File: src/verilog/qbt_pkg.sv
package qbt_pkg;

  localparam int unsigned QBT_BYTE_W   = 8;
  localparam int unsigned QBT_NUM_TMR  = 4;
  localparam int unsigned QBT_IDX_W    = 2;

  localparam logic [1:0] QBT_TMR_A_LOW  = 2'h0;
  localparam logic [1:0] QBT_TMR_A_HIGH = 2'h1;
  localparam logic [1:0] QBT_TMR_B_LOW  = 2'h2;
  localparam logic [1:0] QBT_TMR_B_HIGH = 2'h3;

  localparam logic [7:0] QBT_RST_COUNT  = 8'h00;
  localparam logic [7:0] QBT_RST_RELOAD = 8'h00;
  localparam logic [7:0] QBT_ZERO       = 8'h00;
  localparam logic [7:0] QBT_ONES       = 8'hff;

  typedef enum logic [1:0] {
    QBT_SEL_RELOAD = 2'h1,
    QBT_SEL_COUNT  = 2'h2
  } qbt_sel_t;

  typedef struct packed {
    logic       en;
    logic [1:0] idx;
    qbt_sel_t   sel;
    logic [7:0] data;
  } qbt_wr_t;

  typedef struct packed {
    logic       en_wr;
    logic       en_val;
    logic       auto_wr;
    logic       auto_val;
  } qbt_ctl_t;

  typedef struct packed {
    logic [3:0][7:0] count;
    logic [3:0][7:0] reload;
    logic            a_en;
    logic            a_auto;
    logic            a_hi_en;
    logic            a_hi_auto;
    logic            a_cascade;
    logic            b_en;
    logic            b_auto;
    logic [2:0]      irq;
  } qbt_state_t;

endpackage : qbt_pkg

File: src/verilog/qbt_timer_unit.sv
`timescale 1ns/1ps
// Operation
// - timer_a_low and timer_a_high count independently
// - timer_a pair cascades into 16-bit timer
// - timer_b pair only runs as 16-bit
// - timer_b_high upper byte, timer_b_low lower byte
// - timer_a_high msb, timer_a_low lsb when cascaded
// - each timer has reload and count registers
// - enabled timer decrements to zero, raises irq
// - auto reload copies reload into count
// - single shot stops at zero
// - single shot expiry clears enable bit
// - count write while running resumes from it
// - new reload used at next zero
// - software write beats decrementer write-back
// - hardware enable clear beats software write
// - reads have no side effect
module qbt_timer_unit
  import qbt_pkg::*;
(
  input  wire logic       CLK,
  input  wire logic       RST_B,
  input  wire logic       TICK,
  input  wire qbt_wr_t    WR,
  input  wire qbt_ctl_t   CTL_A,
  input  wire qbt_ctl_t   CTL_A_HIGH,
  input  wire logic       CASCADE_A,
  input  wire qbt_ctl_t   CTL_B,
  input  wire logic [1:0] RD_IDX,
  input  wire qbt_sel_t   RD_SEL,
  output logic [7:0]      RD_DATA,
  output logic            EN_A,
  output logic            EN_A_HIGH,
  output logic            EN_B,
  output logic            IRQ_A_LOW,
  output logic            IRQ_A_HIGH,
  output logic            IRQ_B
);

  qbt_state_t q;
  qbt_state_t next_q;

  logic       run_a_low;
  logic       run_a_high;
  logic       run_b_low;
  logic       dec_a_high;
  logic       dec_b_high;
  logic       zero_a_low;
  logic       zero_a_high;
  logic       zero_b_low;
  logic       zero_b_high;
  logic       exp_a;
  logic       exp_a_high;
  logic       exp_b;

  function automatic logic sw_hit(input qbt_wr_t w, input logic [1:0] i,
                                  input qbt_sel_t s);
    sw_hit = w.en && (w.idx == i) && (w.sel == s);
  endfunction : sw_hit

  always_comb begin
    zero_a_low  = (q.count[QBT_TMR_A_LOW] == QBT_ZERO);
    zero_a_high = (q.count[QBT_TMR_A_HIGH] == QBT_ZERO);
    zero_b_low  = (q.count[QBT_TMR_B_LOW] == QBT_ZERO);
    zero_b_high = (q.count[QBT_TMR_B_HIGH] == QBT_ZERO);
    run_a_low   = q.a_en && TICK;
    run_a_high  = q.a_cascade ? 1'b0 : (q.a_hi_en && TICK);
    run_b_low   = q.b_en && TICK;
    // upper byte steps only when lower byte wraps from zero
    dec_a_high  = q.a_cascade && run_a_low && zero_a_low;
    dec_b_high  = run_b_low && zero_b_low;
    // expiry: whole counter at zero on an enabled tick
    exp_a       = run_a_low && zero_a_low
                  && (!q.a_cascade || zero_a_high);
    exp_a_high  = run_a_high && zero_a_high;
    exp_b       = run_b_low && zero_b_low && zero_b_high;
  end

  always_comb begin
    next_q     = q;
    next_q.irq = {exp_b, exp_a_high, exp_a};
    next_q.a_cascade = CASCADE_A;

    // low byte of timer_a
    if (exp_a) begin
      if (q.a_auto) begin
        next_q.count[QBT_TMR_A_LOW] = q.reload[QBT_TMR_A_LOW];
        if (q.a_cascade) begin
          next_q.count[QBT_TMR_A_HIGH] = q.reload[QBT_TMR_A_HIGH];
        end
      end
    end else if (run_a_low) begin
      next_q.count[QBT_TMR_A_LOW] = q.count[QBT_TMR_A_LOW] - 8'h01;
      if (dec_a_high) begin
        next_q.count[QBT_TMR_A_HIGH] =
          q.count[QBT_TMR_A_HIGH] - 8'h01;
      end
    end

    // high byte of timer_a when running alone
    if (exp_a_high) begin
      if (q.a_hi_auto) begin
        next_q.count[QBT_TMR_A_HIGH] = q.reload[QBT_TMR_A_HIGH];
      end
    end else if (run_a_high) begin
      next_q.count[QBT_TMR_A_HIGH] = q.count[QBT_TMR_A_HIGH] - 8'h01;
    end

    // timer_b_wide
    if (exp_b) begin
      if (q.b_auto) begin
        next_q.count[QBT_TMR_B_LOW]  = q.reload[QBT_TMR_B_LOW];
        next_q.count[QBT_TMR_B_HIGH] = q.reload[QBT_TMR_B_HIGH];
      end
    end else if (run_b_low) begin
      next_q.count[QBT_TMR_B_LOW] = q.count[QBT_TMR_B_LOW] - 8'h01;
      if (dec_b_high) begin
        next_q.count[QBT_TMR_B_HIGH] =
          q.count[QBT_TMR_B_HIGH] - 8'h01;
      end
    end

    // software writes override the decrementer
    for (int i = 0; i < QBT_NUM_TMR; i++) begin
      if (sw_hit(WR, i[1:0], QBT_SEL_COUNT)) begin
        next_q.count[i] = WR.data;
      end
      if (sw_hit(WR, i[1:0], QBT_SEL_RELOAD)) begin
        next_q.reload[i] = WR.data;
      end
    end

    // control bits: software first, hardware clear wins
    if (CTL_A.auto_wr) begin
      next_q.a_auto = CTL_A.auto_val;
    end
    if (CTL_A.en_wr) begin
      next_q.a_en = CTL_A.en_val;
    end
    if (exp_a && !q.a_auto) begin
      next_q.a_en = 1'b0;
    end
    if (CTL_A_HIGH.auto_wr) begin
      next_q.a_hi_auto = CTL_A_HIGH.auto_val;
    end
    if (CTL_A_HIGH.en_wr) begin
      next_q.a_hi_en = CTL_A_HIGH.en_val;
    end
    if (exp_a_high && !q.a_hi_auto) begin
      next_q.a_hi_en = 1'b0;
    end
    if (CTL_B.auto_wr) begin
      next_q.b_auto = CTL_B.auto_val;
    end
    if (CTL_B.en_wr) begin
      next_q.b_en = CTL_B.en_val;
    end
    if (exp_b && !q.b_auto) begin
      next_q.b_en = 1'b0;
    end
  end

  always_ff @(posedge CLK or negedge RST_B) begin
    if (!RST_B) begin
      q.count     <= {QBT_NUM_TMR{QBT_RST_COUNT}};
      q.reload    <= {QBT_NUM_TMR{QBT_RST_RELOAD}};
      q.a_en      <= 1'b0;
      q.a_auto    <= 1'b0;
      q.a_hi_en   <= 1'b0;
      q.a_hi_auto <= 1'b0;
      q.a_cascade <= 1'b0;
      q.b_en      <= 1'b0;
      q.b_auto    <= 1'b0;
      q.irq       <= 3'h0;
    end else begin
      q <= next_q;
    end
  end

  // read path is purely combinational from state
  always_comb begin
    RD_DATA = (RD_SEL == QBT_SEL_RELOAD) ? q.reload[RD_IDX]
                                         : q.count[RD_IDX];
  end

  assign EN_A       = q.a_en;
  assign EN_A_HIGH  = q.a_hi_en;
  assign EN_B       = q.b_en;
  assign IRQ_A_LOW  = q.irq[0];
  assign IRQ_A_HIGH = q.irq[1];
  assign IRQ_B      = q.irq[2];

  // checks
  property p_dec;
    @(posedge CLK) disable iff (!RST_B)
      (run_a_low && !zero_a_low && !WR.en)
        |=> q.count[QBT_TMR_A_LOW] == $past(q.count[QBT_TMR_A_LOW]) - 8'h01;
  endproperty
  a_dec: assert property (p_dec)
    else $error("count did not decrement");

  property p_irq;
    @(posedge CLK) disable iff (!RST_B) exp_b |=> IRQ_B;
  endproperty
  a_irq: assert property (p_irq) else $error("no irq at zero");

  property p_reload;
    @(posedge CLK) disable iff (!RST_B)
      (exp_b && q.b_auto && !WR.en)
        |=> q.count[QBT_TMR_B_LOW] == $past(q.reload[QBT_TMR_B_LOW]);
  endproperty
  a_reload: assert property (p_reload) else $error("reload missed");

  property p_shot;
    @(posedge CLK) disable iff (!RST_B) (exp_a && !q.a_auto) |=> !EN_A;
  endproperty
  a_shot: assert property (p_shot)
    else $error("single shot enable kept");

  property p_hw_wins;
    @(posedge CLK) disable iff (!RST_B)
      (exp_b && !q.b_auto && CTL_B.en_wr && CTL_B.en_val) |=> !EN_B;
  endproperty
  a_hw_wins: assert property (p_hw_wins)
    else $error("sw beat hw clear");

  property p_sw_wins;
    @(posedge CLK) disable iff (!RST_B)
      sw_hit(WR, QBT_TMR_B_LOW, QBT_SEL_COUNT)
        |=> q.count[QBT_TMR_B_LOW] == $past(WR.data);
  endproperty
  a_sw_wins: assert property (p_sw_wins) else $error("sw write lost");

  property p_high_hold;
    @(posedge CLK) disable iff (!RST_B)
      (run_b_low && !zero_b_low && !WR.en)
        |=> $stable(q.count[QBT_TMR_B_HIGH]);
  endproperty
  a_high_hold: assert property (p_high_hold)
    else $error("upper moved");

  property p_casc_high;
    @(posedge CLK) disable iff (!RST_B)
      (q.a_cascade && !dec_a_high && !exp_a && !WR.en)
        |=> $stable(q.count[QBT_TMR_A_HIGH]);
  endproperty
  a_casc_high: assert property (p_casc_high) else $error("msb moved");

  property p_hw_wins_a;
    @(posedge CLK) disable iff (!RST_B)
      (exp_a && !q.a_auto && CTL_A.en_wr && CTL_A.en_val) |=> !EN_A;
  endproperty
  a_hw_wins_a: assert property (p_hw_wins_a)
    else $error("sw beat hw clear on timer a");

  property p_irq_a;
    @(posedge CLK) disable iff (!RST_B) exp_a |=> IRQ_A_LOW;
  endproperty
  a_irq_a: assert property (p_irq_a)
    else $error("no irq on timer a");

  property p_solo_high;
    @(posedge CLK) disable iff (!RST_B)
      (run_a_high && !zero_a_high && !WR.en)
        |=> q.count[QBT_TMR_A_HIGH] == $past(q.count[QBT_TMR_A_HIGH]) - 8'h01;
  endproperty
  a_solo_high: assert property (p_solo_high)
    else $error("solo upper byte did not decrement");

  property p_wrap_b;
    @(posedge CLK) disable iff (!RST_B)
      (dec_b_high && !exp_b && !WR.en)
        |=> q.count[QBT_TMR_B_LOW] == QBT_ONES;
  endproperty
  a_wrap_b: assert property (p_wrap_b)
    else $error("lower byte did not wrap");

  property p_shot_stop;
    @(posedge CLK) disable iff (!RST_B)
      (exp_b && !q.b_auto && !WR.en)
        |=> q.count[QBT_TMR_B_LOW] == QBT_ZERO
            && q.count[QBT_TMR_B_HIGH] == QBT_ZERO && !EN_B;
  endproperty
  a_shot_stop: assert property (p_shot_stop)
    else $error("single shot did not stop at zero");

  property p_reload_wr;
    @(posedge CLK) disable iff (!RST_B)
      sw_hit(WR, QBT_TMR_A_LOW, QBT_SEL_RELOAD)
        |=> q.reload[QBT_TMR_A_LOW] == $past(WR.data);
  endproperty
  a_reload_wr: assert property (p_reload_wr)
    else $error("reload write lost");

  property p_reload_a;
    @(posedge CLK) disable iff (!RST_B)
      (exp_a && q.a_auto && !WR.en)
        |=> q.count[QBT_TMR_A_LOW] == $past(q.reload[QBT_TMR_A_LOW]);
  endproperty
  a_reload_a: assert property (p_reload_a)
    else $error("new reload not taken");

  c_exp_a: cover property (@(posedge CLK) disable iff (!RST_B) exp_a);
  c_exp_b: cover property (@(posedge CLK) disable iff (!RST_B)
                           exp_b && q.b_auto);
  c_casc:  cover property (@(posedge CLK) disable iff (!RST_B) dec_a_high);
  c_wrap_b: cover property (@(posedge CLK) disable iff (!RST_B) dec_b_high);
  c_hw_clr: cover property (@(posedge CLK) disable iff (!RST_B)
                            exp_a && !q.a_auto && CTL_A.en_wr);

endmodule : qbt_timer_unit

File: config.mk
export PLATFORM = sky130hd
export DESIGN_NAME = qbt_timer_unit
export DESIGN_NICKNAME = d
export VERILOG_FILES = /design/src/verilog/qbt_pkg.sv /design/src/verilog/qbt_timer_unit.sv
export SDC_FILE = /design/constraint.sdc
export NUM_CORES = 1
export LEC_CHECK = 0
export BUFFER_PORTS_ARGS = -buffer_cell sky130_fd_sc_hd__buf_2
export CELL_PAD_IN_SITES_DETAIL_PLACEMENT = 1
export CELL_PAD_IN_SITES_GLOBAL_PLACEMENT = 2
export CORE_MARGIN = 2
export CORE_UTILIZATION = 30
export CTS_BUF_LIST = sky130_fd_sc_hd__clkbuf_16
export CTS_CLUSTER_SIZE = 12
export DETAILED_ROUTE_END_ITERATION = 8
export PLACE_DENSITY_LB_ADDON = 0.1
export SYNTH_ARGS = -nofsm -noshare
export SYNTH_HDL_FRONTEND = slang
export SYNTH_SLANG_ARGS = --single-unit
File: constraint.sdc
create_clock -name CLK -period 3.1 [get_ports CLK]
set_input_delay 0.155 -clock CLK [delete_from_list [all_inputs] [get_ports CLK]]
set_output_delay 0.155 -clock CLK [all_outputs]
set_load 0.01 [all_outputs]
==> After elaboration in Yosys (flattened, before gate mapping) <==
Index checks and enable logic that the tools add are counted.
{ "word_totals": {"register_bits": 74, "in_bits": 33, "output_inout_bits": 14, "word_cells": 103} }
{ "classes": {"addsub": 4, "magnitude_cmp": 1, "n_eq_ne": 9, "muxes": 28, "n_reduce_logical": 45} }
{ "ops": {"columns": ["cell", "n"], "rows": [
  ["8-bit two-way mux", 13],
  ["16-bit two-way mux", 6],
  ["8-bit binary-select mux with 2-bit select", 2],
  ["8-bit zero test", 4],
  ["8-bit by 1-bit subtractor with 8-bit output (second input constant)", 4],
  ["1-bit logical AND", 25],
  ["3-bit nonzero test", 4],
  ["3-bit by 2-bit inequality test with 1-bit output (second input constant)", 3],
  ["1-bit two-way mux", 7],
  ["2-bit by 1-bit == test with 1-bit output (second input constant)", 3],
  ["2-bit == test (second input constant)", 3],
  ["2-bit nonzero test", 3],
  ["1-bit zero test", 4],
  ["2-bit AND reduction", 2],
  ["2-bit by 3-bit < comparator with 1-bit output (second input constant)", 1],
  ["3-bit AND reduction", 1],
  ["2-bit zero test", 1],
  ["1-bit logical OR", 1]
]} }

==> Logic depth before layout (Yosys ltp) <==
Gate-level depths: netlist of the first run.
{ "logic_depth": {"ltp_word": 9, "ltp_mapped": 9} }

==> Least setup slack after synthesis of the first run <==
OpenSTA, ideal clock, no wires.
{ "synth_path": {"path_kind": "register to register", "from": "register q[66] (netlist bit)", "to": "register q[59] (netlist bit)", "setup_time_ns": 0.132, "arrival_ns": 2.424, "slack_ns": 0.545, "path_stages_with_launch": 10, "n_path_buf": 2, "cell_sequence": "dfrtp_1 inv_1 ha_1 or4b_2 or4_1 buf_2 buf_6 or3_1 a21oi_1 a211oi_1"} }
{ "synth_between": {"elab_chain_cells": 4} }
{ "synth_lines": {"columns": ["element", "line_no", "text"], "rows": [
  ["start, declared", "qbt_timer_unit.sv:40", "qbt_state_t q;"],
  ["start signal, assigned", "qbt_timer_unit.sv:176", "q <= next_q;"],
  ["8-bit zero test (*)", "qbt_timer_unit.sv:65", "zero_b_high = (q.count[QBT_TMR_B_HIGH] == QBT_ZERO);"],
  ["1-bit logical AND (*)", "qbt_timer_unit.sv:76", "exp_b = run_b_low && zero_b_low && zero_b_high;"],
  ["3-bit by 2-bit inequality test with 1-bit output (no line), or another cell as far along", null, null],
  ["2-bit AND reduction (no line) or 8-bit two-way mux (tied branches)", null, null]
]} }
Mark *: on every way between the ends. The rest lies on a longest branch, timed or not.
A chain may end at the register's enable or synchronous reset.

==> Final worst setup path of the first run <==
{ "layout_path": {"from": "register q[66] (netlist bit)", "to": "register q[61] (netlist bit)"} }
{ "layout_between": {"elab_chain_cells": 4} }
{ "layout_lines": {"columns": ["element", "line_no", "text"], "rows": [
  ["8-bit zero test (*)", "qbt_timer_unit.sv:65", null],
  ["1-bit logical AND (*)", "qbt_timer_unit.sv:76", null],
  ["net exp_b", "qbt_timer_unit.sv:54", "logic exp_b;"],
  ["3-bit by 2-bit inequality test with 1-bit output (no line), or another cell as far along", null, null],
  ["2-bit AND reduction (no line) or 8-bit two-way mux (tied branches)", null, null]
]} }
Mark *: on every way through the listed nets, which the timed path passes. The rest lies on a longest branch.

==> run_results.csv, run 1 <==
group,metric,value,unit
cells_and_area,drive_gt1_share,28.3,%
synthesis,synth_cell_types,66,
synthesis,ys_warn_count,0,
synthesis,async_flop_share,100,%
sta,rsz0062_at_grt,"no",
drt,wire_per_inst,24.7,um
sta,worst_pin_slew,0.960,ns
worst_setup_path,cp-startpoint,"q[66]$_DFFE_PN0P_",
clock_network,cts.htree.levels,3,
synthesis,seq_area_frac_synth,38.2,%
cells_and_area,fin_nets,595,
synthesis,synth.top_cell.area_share,38.2,%
synthesis,synth_seq_cells,74,
sta,setup_viol_count_final,0,
pwr,p_leak,2.38,nW
sta,relSlewSlack,35.8,%
pwr,p_per_area,795,nW/um^2
sta,setup-tns-final,0,ns
sta,period_share,93.6,%
synthesis,syn_inst,499,
cells_and_area,finalNonFillerCells,777,
cells_and_area,syn2layout_area_growth,18.7,%
clock_network,cts_setup_buffers,0,
worst_setup_path,r2r_end,"q[61]$_DFFE_PN0P_",
place,dpl_cell_area,5390,um^2
synthesis,syn_area,4850,um^2
cells_and_area,antenna_cells,0,
cells_and_area,num-fill-cells,1815,
sta,finalClockSkew,0.00760,ns
worst_hold_path,min_path_type,"primary input to register",
cells_and_area,stdcell_area,5750,um^2
global_route,grt-ovfl-total,0,
floorplanning,die_w,131,um
pwr,peakVddDrop,297,uV
worst_setup_path,arrival,3.19,ns
synthesis,synth_area_leaders,"dfrtp_1 38%, mux2_2 10%, mux4_2 7.4%",
drt,drtIter0Drc,218,
drt,num_vias,4434,
cells_and_area,final_common_cell,"dfrtp_1",
sta,post-route-min-period,2.90,ns
place,hpwl,14200,um
worst_setup_path,cp_data_required_time,3.39,ns
floorplanning,start_util,30.6,%
drt,drc,0,
clock_network,post_cts_resize_count,0,
worst_setup_path,max_stage_delay,0.70,ns
worst_setup_path,cp_max_fo,14,
drt,dr.pass1.iters,5,
global_route,antenna_found_initial,0,
drt,totalWireLength,19200,um
worst_setup_path,rrSetupSlack,0.20,ns
worst_setup_path,r2r-start,"q[66]$_DFFE_PN0P_",
clock_network,cts_buffers,9,
place,dp_slack,0.233,ns
sta,hold_viol_final,0,
floorplanning,core_region_area,15800,um^2
job,max_cap_violations,0,
place,portBuffers,46,
worst_setup_path,start_kind,"register",
run_status,run_status,"finished clean",
place,gp_congestion,0.871,
global_route,grt_pass1_vias,4623,
worst_setup_path,worstSetupPathType,"register to register",
cells_and_area,final_cell_mix,"74 x dfrtp_1, 47 x nor2_1, 45 x buf_2, 43 x nand2_1, 43 x mux2_2",
clock_network,root_buffer,"clkbuf_16",
floorplanning,ios,47,
synthesis,synth_top_area_cell,"dfrtp_1",
pwr,totalPowerFinal,4.57,mW
clock_network,cts.clk_slew.worst_paths,0.06,ns
global_route,gr-usage-all-layers,23.7,%
clock_network,clk_path_buf_depth,2,
clock_network,clock_latency,0.35,ns
worst_setup_path,cp_cell_sequence,"inv_1 -> ha_1 -> or4b_2 -> or4_1 -> clkinv_1 -> a21oi_1 -> nor2_1 -> a221o_1",
worst_setup_path,endpoint_kind,"register",
global_route,grt_first_pass_wirelength,29000,um
floorplanning,die_area,17200,um^2
worst_setup_path,crit_path_end,"q[61]$_DFFE_PN0P_",
sta,slew_viol_final,0,
global_route,grt_start_max_net_pins,56,
drt,viasPerCell,5.71,
sta,timing.fmax,345,MHz
clock_network,cts.sinks,74,
synthesis,synth.avg_cell_area,9.71,um^2
place,place_inst,756,
synthesis,ys.flop_type,"dfrtp_1",
floorplanning,num_rows,46,
drt,ant_nets,0,
worst_setup_path,critPathSlowestCell,"or4_1",
worst_setup_path,rr_worst_depth,8,
synthesis,synth_edf_count,0,
clock_network,ctsHoldBuffers,5,
floorplanning,dieHeight,131,um
sta,timing.final.ws_setup,0.198,ns
synthesis,syn_nets,538,
clock_network,cts_tree,"yes",
worst max-delay path, delay by kind of cell, from the launching register on:
kind            cells  cell delay (ns)
flops               1             0.44
compound gates      2             0.32
simple gates        3             1.55
buf+inv             2             0.36
fa+ha+maj           1             0.16
through the flow:
step | utilization [%] | hold WS (ns)
after global placement | 34.0 | 0.267
after detailed placement | 34.0 | 0.266
final | 36.4 | 0.0126
after floorplan | - | -0.141
after CTS | 36.4 | 0.00314
after global routing | 36.4 | 0.0304
where the power goes:
group	leakage (nW)	switching (mW)	internal, mW	total (mW)
Clock	0.153	0.465	0.704	1.17
Sequential	0.907	0.459	1.24	1.70
Combinational	1.32	0.869	0.835	1.70
registers in the layout, indices dropped and copies added, names as in the netlist:
name / count
IRQ_A_LOW: 1
EN_B: 1
EN_A_HIGH: 1
EN_A: 1
IRQ_A_HIGH: 1
IRQ_B: 1
q: 68
area by class of cell:
type	count	area (um^2)	share of cell area, %
clock inverter	7	93.8	1.63
tap	216	270	4.70
timing repair buffer	73	448	7.78
multi-input combinational	382	2810	48.7
clock buffer	9	225	3.91
sequential	74	1850	32.2
inverter	16	60.1	1.04
layer usage:
| metal | GRT usage (%) | routed length, um | vias to the layer above | part of all wire (%) |
|---|---|---|---|---|
| li1 | - | - | 1993 | - |
| met1 | 30.2 | 8330 | 2247 | 43 |
| met2 | 38.5 | 9170 | 154 | 48 |
| met3 | 5.15 | 845 | 40 | 4.4 |
| met4 | 11.3 | 811 | 0 | 4.2 |
| met5 | 0 | 0 | - | 0 |
cells in the mapped netlist (5+ instances only):
library cell  count
dfrtp_1          74
nor2_1           47
mux2_2           43
nand2_1          43
a21oi_1          25
nand3_1          25
o21ai_0          18
mux4_2           16
clkbuf_1         15
inv_1            14
nor3_1           12
mux2i_1           8
nand4_1           8
or4_1             8
xnor2_1           8
a31oi_1           7
nor4_1            7
o22ai_1           7
ha_1              6
or3_1             6
a211oi_1          5
buf_1             5
nand2b_1          5
nor3b_1           5
o211ai_1          5
or2_2             5
kinds of logic (layout without fill, tap and decap cells):
family          count (synthesis)  after routing  synth area share (%)
mux                            67             67                  19.1
flops                          74             74                  38.2
compound gates                104            104                  14.6
fa+ha+maj                       6              6                  1.55
xor+xnor                       11             11                  1.99
buf+inv                        43            105                  3.90
simple gates                  194            194                  20.7
how the worst min path moves through the flow:
| stage | startpoint | cells past startpoint | to | slack [ns] |
|---|---|---|---|---|
| 6_report | CTL_B[0] | 3 | q[3]$_DFFE_PN0P_ | 0.01 |
| 5_1_grt | CTL_A_HIGH[0] | 2 | q[6]$_DFFE_PN0P_ | 0.03 |
| 4_1_cts | CTL_B[0] | 3 | q[3]$_DFFE_PN0P_ | 0.003 |
| 3_5_place_dp | CASCADE_A | 1 | q[5]$_DFF_PN0_ | 0.27 |
| 3_3_place_gp | CASCADE_A | 1 | q[5]$_DFF_PN0_ | 0.27 |
| 2_1_floorplan | RST_B | 0 | EN_A$_DFFE_PN0P_ | -0.14 |
(Power assumes the default switching activity.)
==> run 2, diff against run 1 <==
- PLACE_DENSITY: unset -> 0.71
- PLACE_DENSITY_LB_ADDON: 0.1 -> unset
==> run 2 against run 1 <==
The flow now finishes with violations (negative hold slack). First-iteration DRC count up 70%. Critical path type unchanged. Sequential power about the same. Total power down 6.4%.
==> run_results.csv, run 2 (synthesis gave the netlist of run 1 again) <==
group,metric,value,unit
clock_network,clock_latency,0.35,ns
global_route,grt_busiest_layer,"met2",
clock_network,clk_path_buf_depth,2,
sta,period_share,91.2,%
floorplanning,num_rows,46,
sta,post-route-min-period,2.83,ns
sta,timing.fmax,354,MHz
drt,drtIter0Drc,370,
drt,viasPerCell,5.83,
clock_network,cts_setup_buffers,0,
sta,holdWs,-0.0226,ns
worst_setup_path,worstSetupPathType,"register to register",
drt,wire_per_inst,23.2,um
cells_and_area,final_cell_mix,"74 x dfrtp_1, 47 x nor2_1, 45 x buf_2, 43 x nand2_1, 43 x mux2_2",
global_route,grt_util_met1,28.6,%
floorplanning,core_region_area,15800,um^2
floorplanning,ios,47,
clock_network,cts.htree.levels,3,
worst_setup_path,endpoint_kind,"register",
drt,ant_nets,0,
pwr,peakVddDrop,293,uV
place,portBuffers,46,
sta,hold_viol_final,34,
global_route,grt_pass1_vias,4699,
cells_and_area,syn2layout_area_growth,15.8,%
worst_setup_path,critPathTopFamily,"simple AND/OR/NAND/NOR gates",
global_route,gr-usage-all-layers,22.1,%
pwr,p_leak,2.31,nW
run_status,run_status,"complete, but fails checks",
floorplanning,start_util,30.6,%
global_route,use_met2,36.0,%
worst_setup_path,max_stage_delay,0.54,ns
cells_and_area,antenna_cells,0,
place,dp_slack,0.182,ns
cells_and_area,drive_gt1_share,27.1,%
worst_setup_path,cp_data_required_time,3.34,ns
place,hpwl,13100,um
worst_setup_path,critPathSlowestCell,"or3b_2",
drt,totalWireLength,17800,um
place,place_inst,748,
job,max_cap_violations,0,
worst_setup_path,arrival,3.06,ns
global_route,antenna_found_initial,0,
drt,drc,0,
clock_network,cts_tree,"yes",
sta,relSlewSlack,32.5,%
clock_network,root_buffer,"clkbuf_16",
cells_and_area,num-fill-cells,1797,
clock_network,cts.clk_slew.worst_paths,0.06,ns
cells_and_area,regMostFlops,"q",
clock_network,cts_buffers,9,
drt,dr.pass1.iters,5,
global_route,grt-ovfl-total,0,
sta,finalClockSkew,0.00574,ns
cells_and_area,finalNonFillerCells,766,
sta,setup-tns-final,0,ns
cells_and_area,final_common_cell,"dfrtp_1",
pwr,p_per_area,763,nW/um^2
place,gp_congestion,0.888,
floorplanning,die_area,17200,um^2
floorplanning,dieHeight,131,um
worst_hold_path,min_path_type,"primary input to asynchronous set/reset pin",
sta,worst_pin_slew,1.01,ns
global_route,grt.met3_usage,3.94,%
global_route,grt_first_pass_wirelength,27800,um
worst_setup_path,cp_max_fo,9,
pwr,totalPowerFinal,4.28,mW
drt,num_vias,4469,
global_route,grt_start_max_net_pins,75,
floorplanning,die_w,131,um
run_status,violations,"negative hold slack",
sta,rsz0062_at_grt,"no",
clock_network,cts.sinks,74,
worst_setup_path,cp.buffers_inverters,3,
cells_and_area,fin_nets,585,
sta,timing.final.ws_setup,0.274,ns
sta,setup_viol_count_final,0,
cells_and_area,largest_reg_flops,68,
worst_setup_path,cp_cell_sequence,"inv_1 -> ha_1 -> or3b_2 -> o21ai_0 -> buf_4 -> nand2_1 -> inv_2 -> nand3_1 -> o221a_2",
sta,slew_viol_final,0,
worst_setup_path,start_kind,"register",
==> run 2: cell types whose count changed in the layout (fill, tap and decap cells not counted) <==
cell | before | now
buf_4 | 23 | 15
bufinv_16 | 2 | 0
clkinv_1 | 2 | 3
clkinv_2 | 1 | 3
clkinv_4 | 2 | 0
clkinvlp_4 | 1 | 0
dlygate4sd3_1 | 5 | 3
inv_1 | 14 | 15
or4_1 | 8 | 7
or4_4 | 2 | 3
==> run 2: power breakdown <==
part | leakage [nW] | total (mW) | switching [mW] | internal [mW]
clock | 0.131 | 0.943 | 0.419 | 0.524
combinational | 1.28 | 1.62 | 0.821 | 0.802
sequential | 0.907 | 1.72 | 0.472 | 1.24
total | 2.31 | 4.28 | 1.71 | 2.57
==> run 2: routing by layer <==
layer  vias up  routed length, um
met5         -                  0
li1       1985                  -
met4         0                626
met3        37                836
met1      2307               7780
met2       140               8530
==> run 2: final timing paths <==
check / from / to / slack (ns) / depth (start not counted)
setup / recovery: q[50]$_DFF_PN0_ / q[44]$_DFFE_PN0P_ / 0.27 / 9
hold / removal: RST_B / IRQ_A_HIGH$_DFF_PN0_ / -0.02 / 1
setup reg to reg: q[50]$_DFF_PN0_ / q[44]$_DFFE_PN0P_ / 0.27 / 9
hold reg to reg: q[27]$_DFFE_PN0P_ / q[27]$_DFFE_PN0P_ / 0.56 / 1
max in group asynchronous: RST_B / q[41]$_DFFE_PN0P_ / 2.47 / 1
min in group CLK: CTL_A[1] / q[8]$_DFFE_PN0P_ / 0.01 / 2
==> run 2: area by class of cell <==
class,instances,area (um^2),share of cell area (%)
Multi-Input combinational cell,382,2810,50.1
Sequential cell,74,1850,33.0
Clock inverter,6,26.3,0.468
Timing Repair Buffer,63,368,6.56
Tap cell,216,270,4.82
Inverter,16,60.1,1.07
Clock buffer,9,225,4.01
==> run 2: through the flow <==
step                      cell area [um^2]  util, %  hold WS [ns]
after floorplan                       4850        -        -0.141
after global placement                5330     33.6         0.265
after detailed placement              5330     33.6         0.264
after CTS                             5610     35.4        0.0128
after global routing                  5610     35.4        0.0154
final                                 5610     35.4       -0.0226
==> run 2: timing repair <==
| item | in CTS | in global routing |
|---|---|---|
| gates resized for setup | 0 | 1 |
| endpoints found under the setup margin | 0 | 4 |
| hold buffers | 3 | 0 |
| endpoints found under the hold margin | 2 | 0 |
==> run 3, diff against run 2 <==
- clock period: 3.1 -> 2.8 ns (I/O delays scaled with it)
==> run 3 against run 2 <==
The flow still finishes with violations (negative hold slack). Sequential cell count unchanged. Design area up 3.4%. Cell count grew 2.7%. Clock skew increased by 0.0075 ns.
==> run_results.csv, run 3 (synthesis gave the netlist of run 1 again) <==
group,metric,value,unit
job,max_cap_violations,0,
worst_setup_path,cp.depth,7,
cells_and_area,drive_gt1_share,29.8,%
sta,hold_viol_final,51,
cells_and_area,regMostFlops,"q",
drt,drtIter0Drc,372,
global_route,grt_util_met1,29.1,%
drt,num_vias,4474,
sta,finalClockSkew,0.0132,ns
sta,rsz0062_at_grt,"no",
cells_and_area,finalNonFillerCells,787,
sta,slew_viol_final,0,
floorplanning,dieHeight,131,um
pwr,p_leak,2.42,nW
drt,ant_nets,0,
clock_network,cts.clk_slew.worst_paths,0.07,ns
global_route,use_met2,36.4,%
cells_and_area,fin_nets,605,
cells_and_area,multi_input_area,2810,um^2
cells_and_area,syn2layout_area_growth,19.8,%
global_route,grt_first_pass_wirelength,28200,um
floorplanning,core_region_area,15800,um^2
worst_setup_path,start_kind,"register",
place,gp_congestion,0.908,
clock_network,clock_latency,0.36,ns
global_route,grt.met3_usage,5.19,%
sta,timing.final.ws_setup,0.177,ns
cells_and_area,final_cell_mix,"74 x dfrtp_1, 47 x nor2_1, 45 x buf_2, 43 x nand2_1, 43 x mux2_2",
cells_and_area,final_common_cell,"dfrtp_1",
worst_setup_path,rrSetupSlack,0.18,ns
floorplanning,die_area,17200,um^2
pwr,peakVddDrop,357,uV
global_route,gr-usage-all-layers,22.3,%
run_status,run_status,"complete, but fails checks",
worst_setup_path,worstSetupPathType,"register to register",
clock_network,clk_path_buf_depth,2,
sta,relSlewSlack,32.5,%
drt,drc,0,
sta,timing.fmax,381,MHz
global_route,antenna_found_initial,0,
clock_network,root_buffer,"clkbuf_16",
worst_setup_path,cp_max_fo,6,
sta,period_share,93.7,%
worst_setup_path,critPathSlowestCell,"or3b_2",
clock_network,cts_buffers,9,
pwr,p_per_area,855,nW/um^2
drt,wire_per_inst,23.2,um
clock_network,cts_tree,"yes",
floorplanning,die_w,131,um
worst_hold_path,min_path_type,"primary input to asynchronous set/reset pin",
worst_setup_path,arrival,2.86,ns
global_route,grt_busiest_layer,"met2",
worst_setup_path,cp_data_required_time,3.04,ns
clock_network,cts.htree.levels,3,
drt,dr.pass1.iters,4,
worst_setup_path,cp_cell_sequence,"inv_1 -> ha_2 -> or3b_2 -> or2_1 -> or3_4 -> and3b_1 -> o32ai_1",
clock_network,cts.sinks,74,
sta,post-route-min-period,2.62,ns
floorplanning,ios,47,
floorplanning,start_util,30.6,%
sta,setup-tns-final,0,ns
worst_setup_path,cp.buffers_inverters,1,
global_route,grt_start_max_net_pins,75,
place,dpl_cell_area,5460,um^2
cells_and_area,stdcell_area,5800,um^2
place,hpwl,13400,um
cells_and_area,num-fill-cells,1824,
run_status,violations,"negative hold slack",
floorplanning,num_rows,46,
sta,worst_pin_slew,1.01,ns
clock_network,cts_setup_buffers,0,
cells_and_area,antenna_cells,0,
sta,setup_viol_count_final,0,
worst_setup_path,critPathTopFamily,"simple AND/OR/NAND/NOR gates",
sta,holdWs,-0.0562,ns
worst_setup_path,rr_worst_depth,7,
worst_setup_path,max_stage_delay,0.53,ns
global_route,grt_pass1_vias,4652,
drt,viasPerCell,5.68,
place,place_inst,766,
drt,totalWireLength,18200,um
cells_and_area,final-seq-area,1850,um^2
global_route,grt-ovfl-total,0,
place,portBuffers,46,
place,dp_slack,0.0925,ns
cells_and_area,largest_reg_flops,68,
worst_setup_path,endpoint_kind,"register",
==> run 3: changes by cell type in the layout (fill, tap and decap cells not counted) <==
cell	before	now
bufinv_16	0	1
ha_2	0	1
ha_1	6	5
clkinv_1	3	2
o21ai_1	1	2
buf_4	15	33
o21ai_0	18	17
dlygate4sd3_1	3	5
clkinv_4	0	1
==> run 3: final cells by class <==
cell class | instances | area share, %
Clock inverter | 7 | 1.06
Tap cell | 216 | 4.66
Sequential cell | 74 | 31.9
Inverter | 16 | 1.03
Multi-Input combinational cell | 382 | 48.4
Timing Repair Buffer | 83 | 9.01
Clock buffer | 9 | 3.88
==> run 3: power breakdown <==
group	internal, mW	switching (mW)
registers	1.38	0.461
logic	0.959	0.997
clock network	0.681	0.486
total	3.02	1.94
==> run 3: metrics by stage <==
stage               power, mW  utilization (%)
finish                   4.96             36.7
global route             5.25             36.7
CTS                      4.96             36.6
detailed placement       3.77             34.5
global placement         3.70             34.5
floorplan                2.96                -
==> run 3: final timing paths <==
check                                       start           endpoint
worst min-delay path                        RST_B  q[42]$_DFFE_PN0P_
worst max register to register    q[50]$_DFF_PN0_    q[55]$_DFF_PN0_
max in group asynchronous                   RST_B  q[48]$_DFFE_PN0P_
min in group CLK                    CTL_A_HIGH[0]   q[6]$_DFFE_PN0P_
worst max-delay path              q[50]$_DFF_PN0_    q[55]$_DFF_PN0_
worst min register to register  q[27]$_DFFE_PN0P_  q[27]$_DFFE_PN0P_
==> run 3: layer usage <==
| metal | vias to the layer above | wire [um] |
|---|---|---|
| met5 | - | 0 |
| met4 | 0 | 527 |
| met3 | 32 | 1030 |
| met2 | 136 | 8680 |
| met1 | 2290 | 7990 |
| li1 | 2016 | - |
==> run 3: repair_timing <==
action                     in CTS  in global routing
hold buffers                    5                  0
gates resized for setup         0                  3
setup endpoints to repair       0                 11
hold endpoints to repair        3                  0
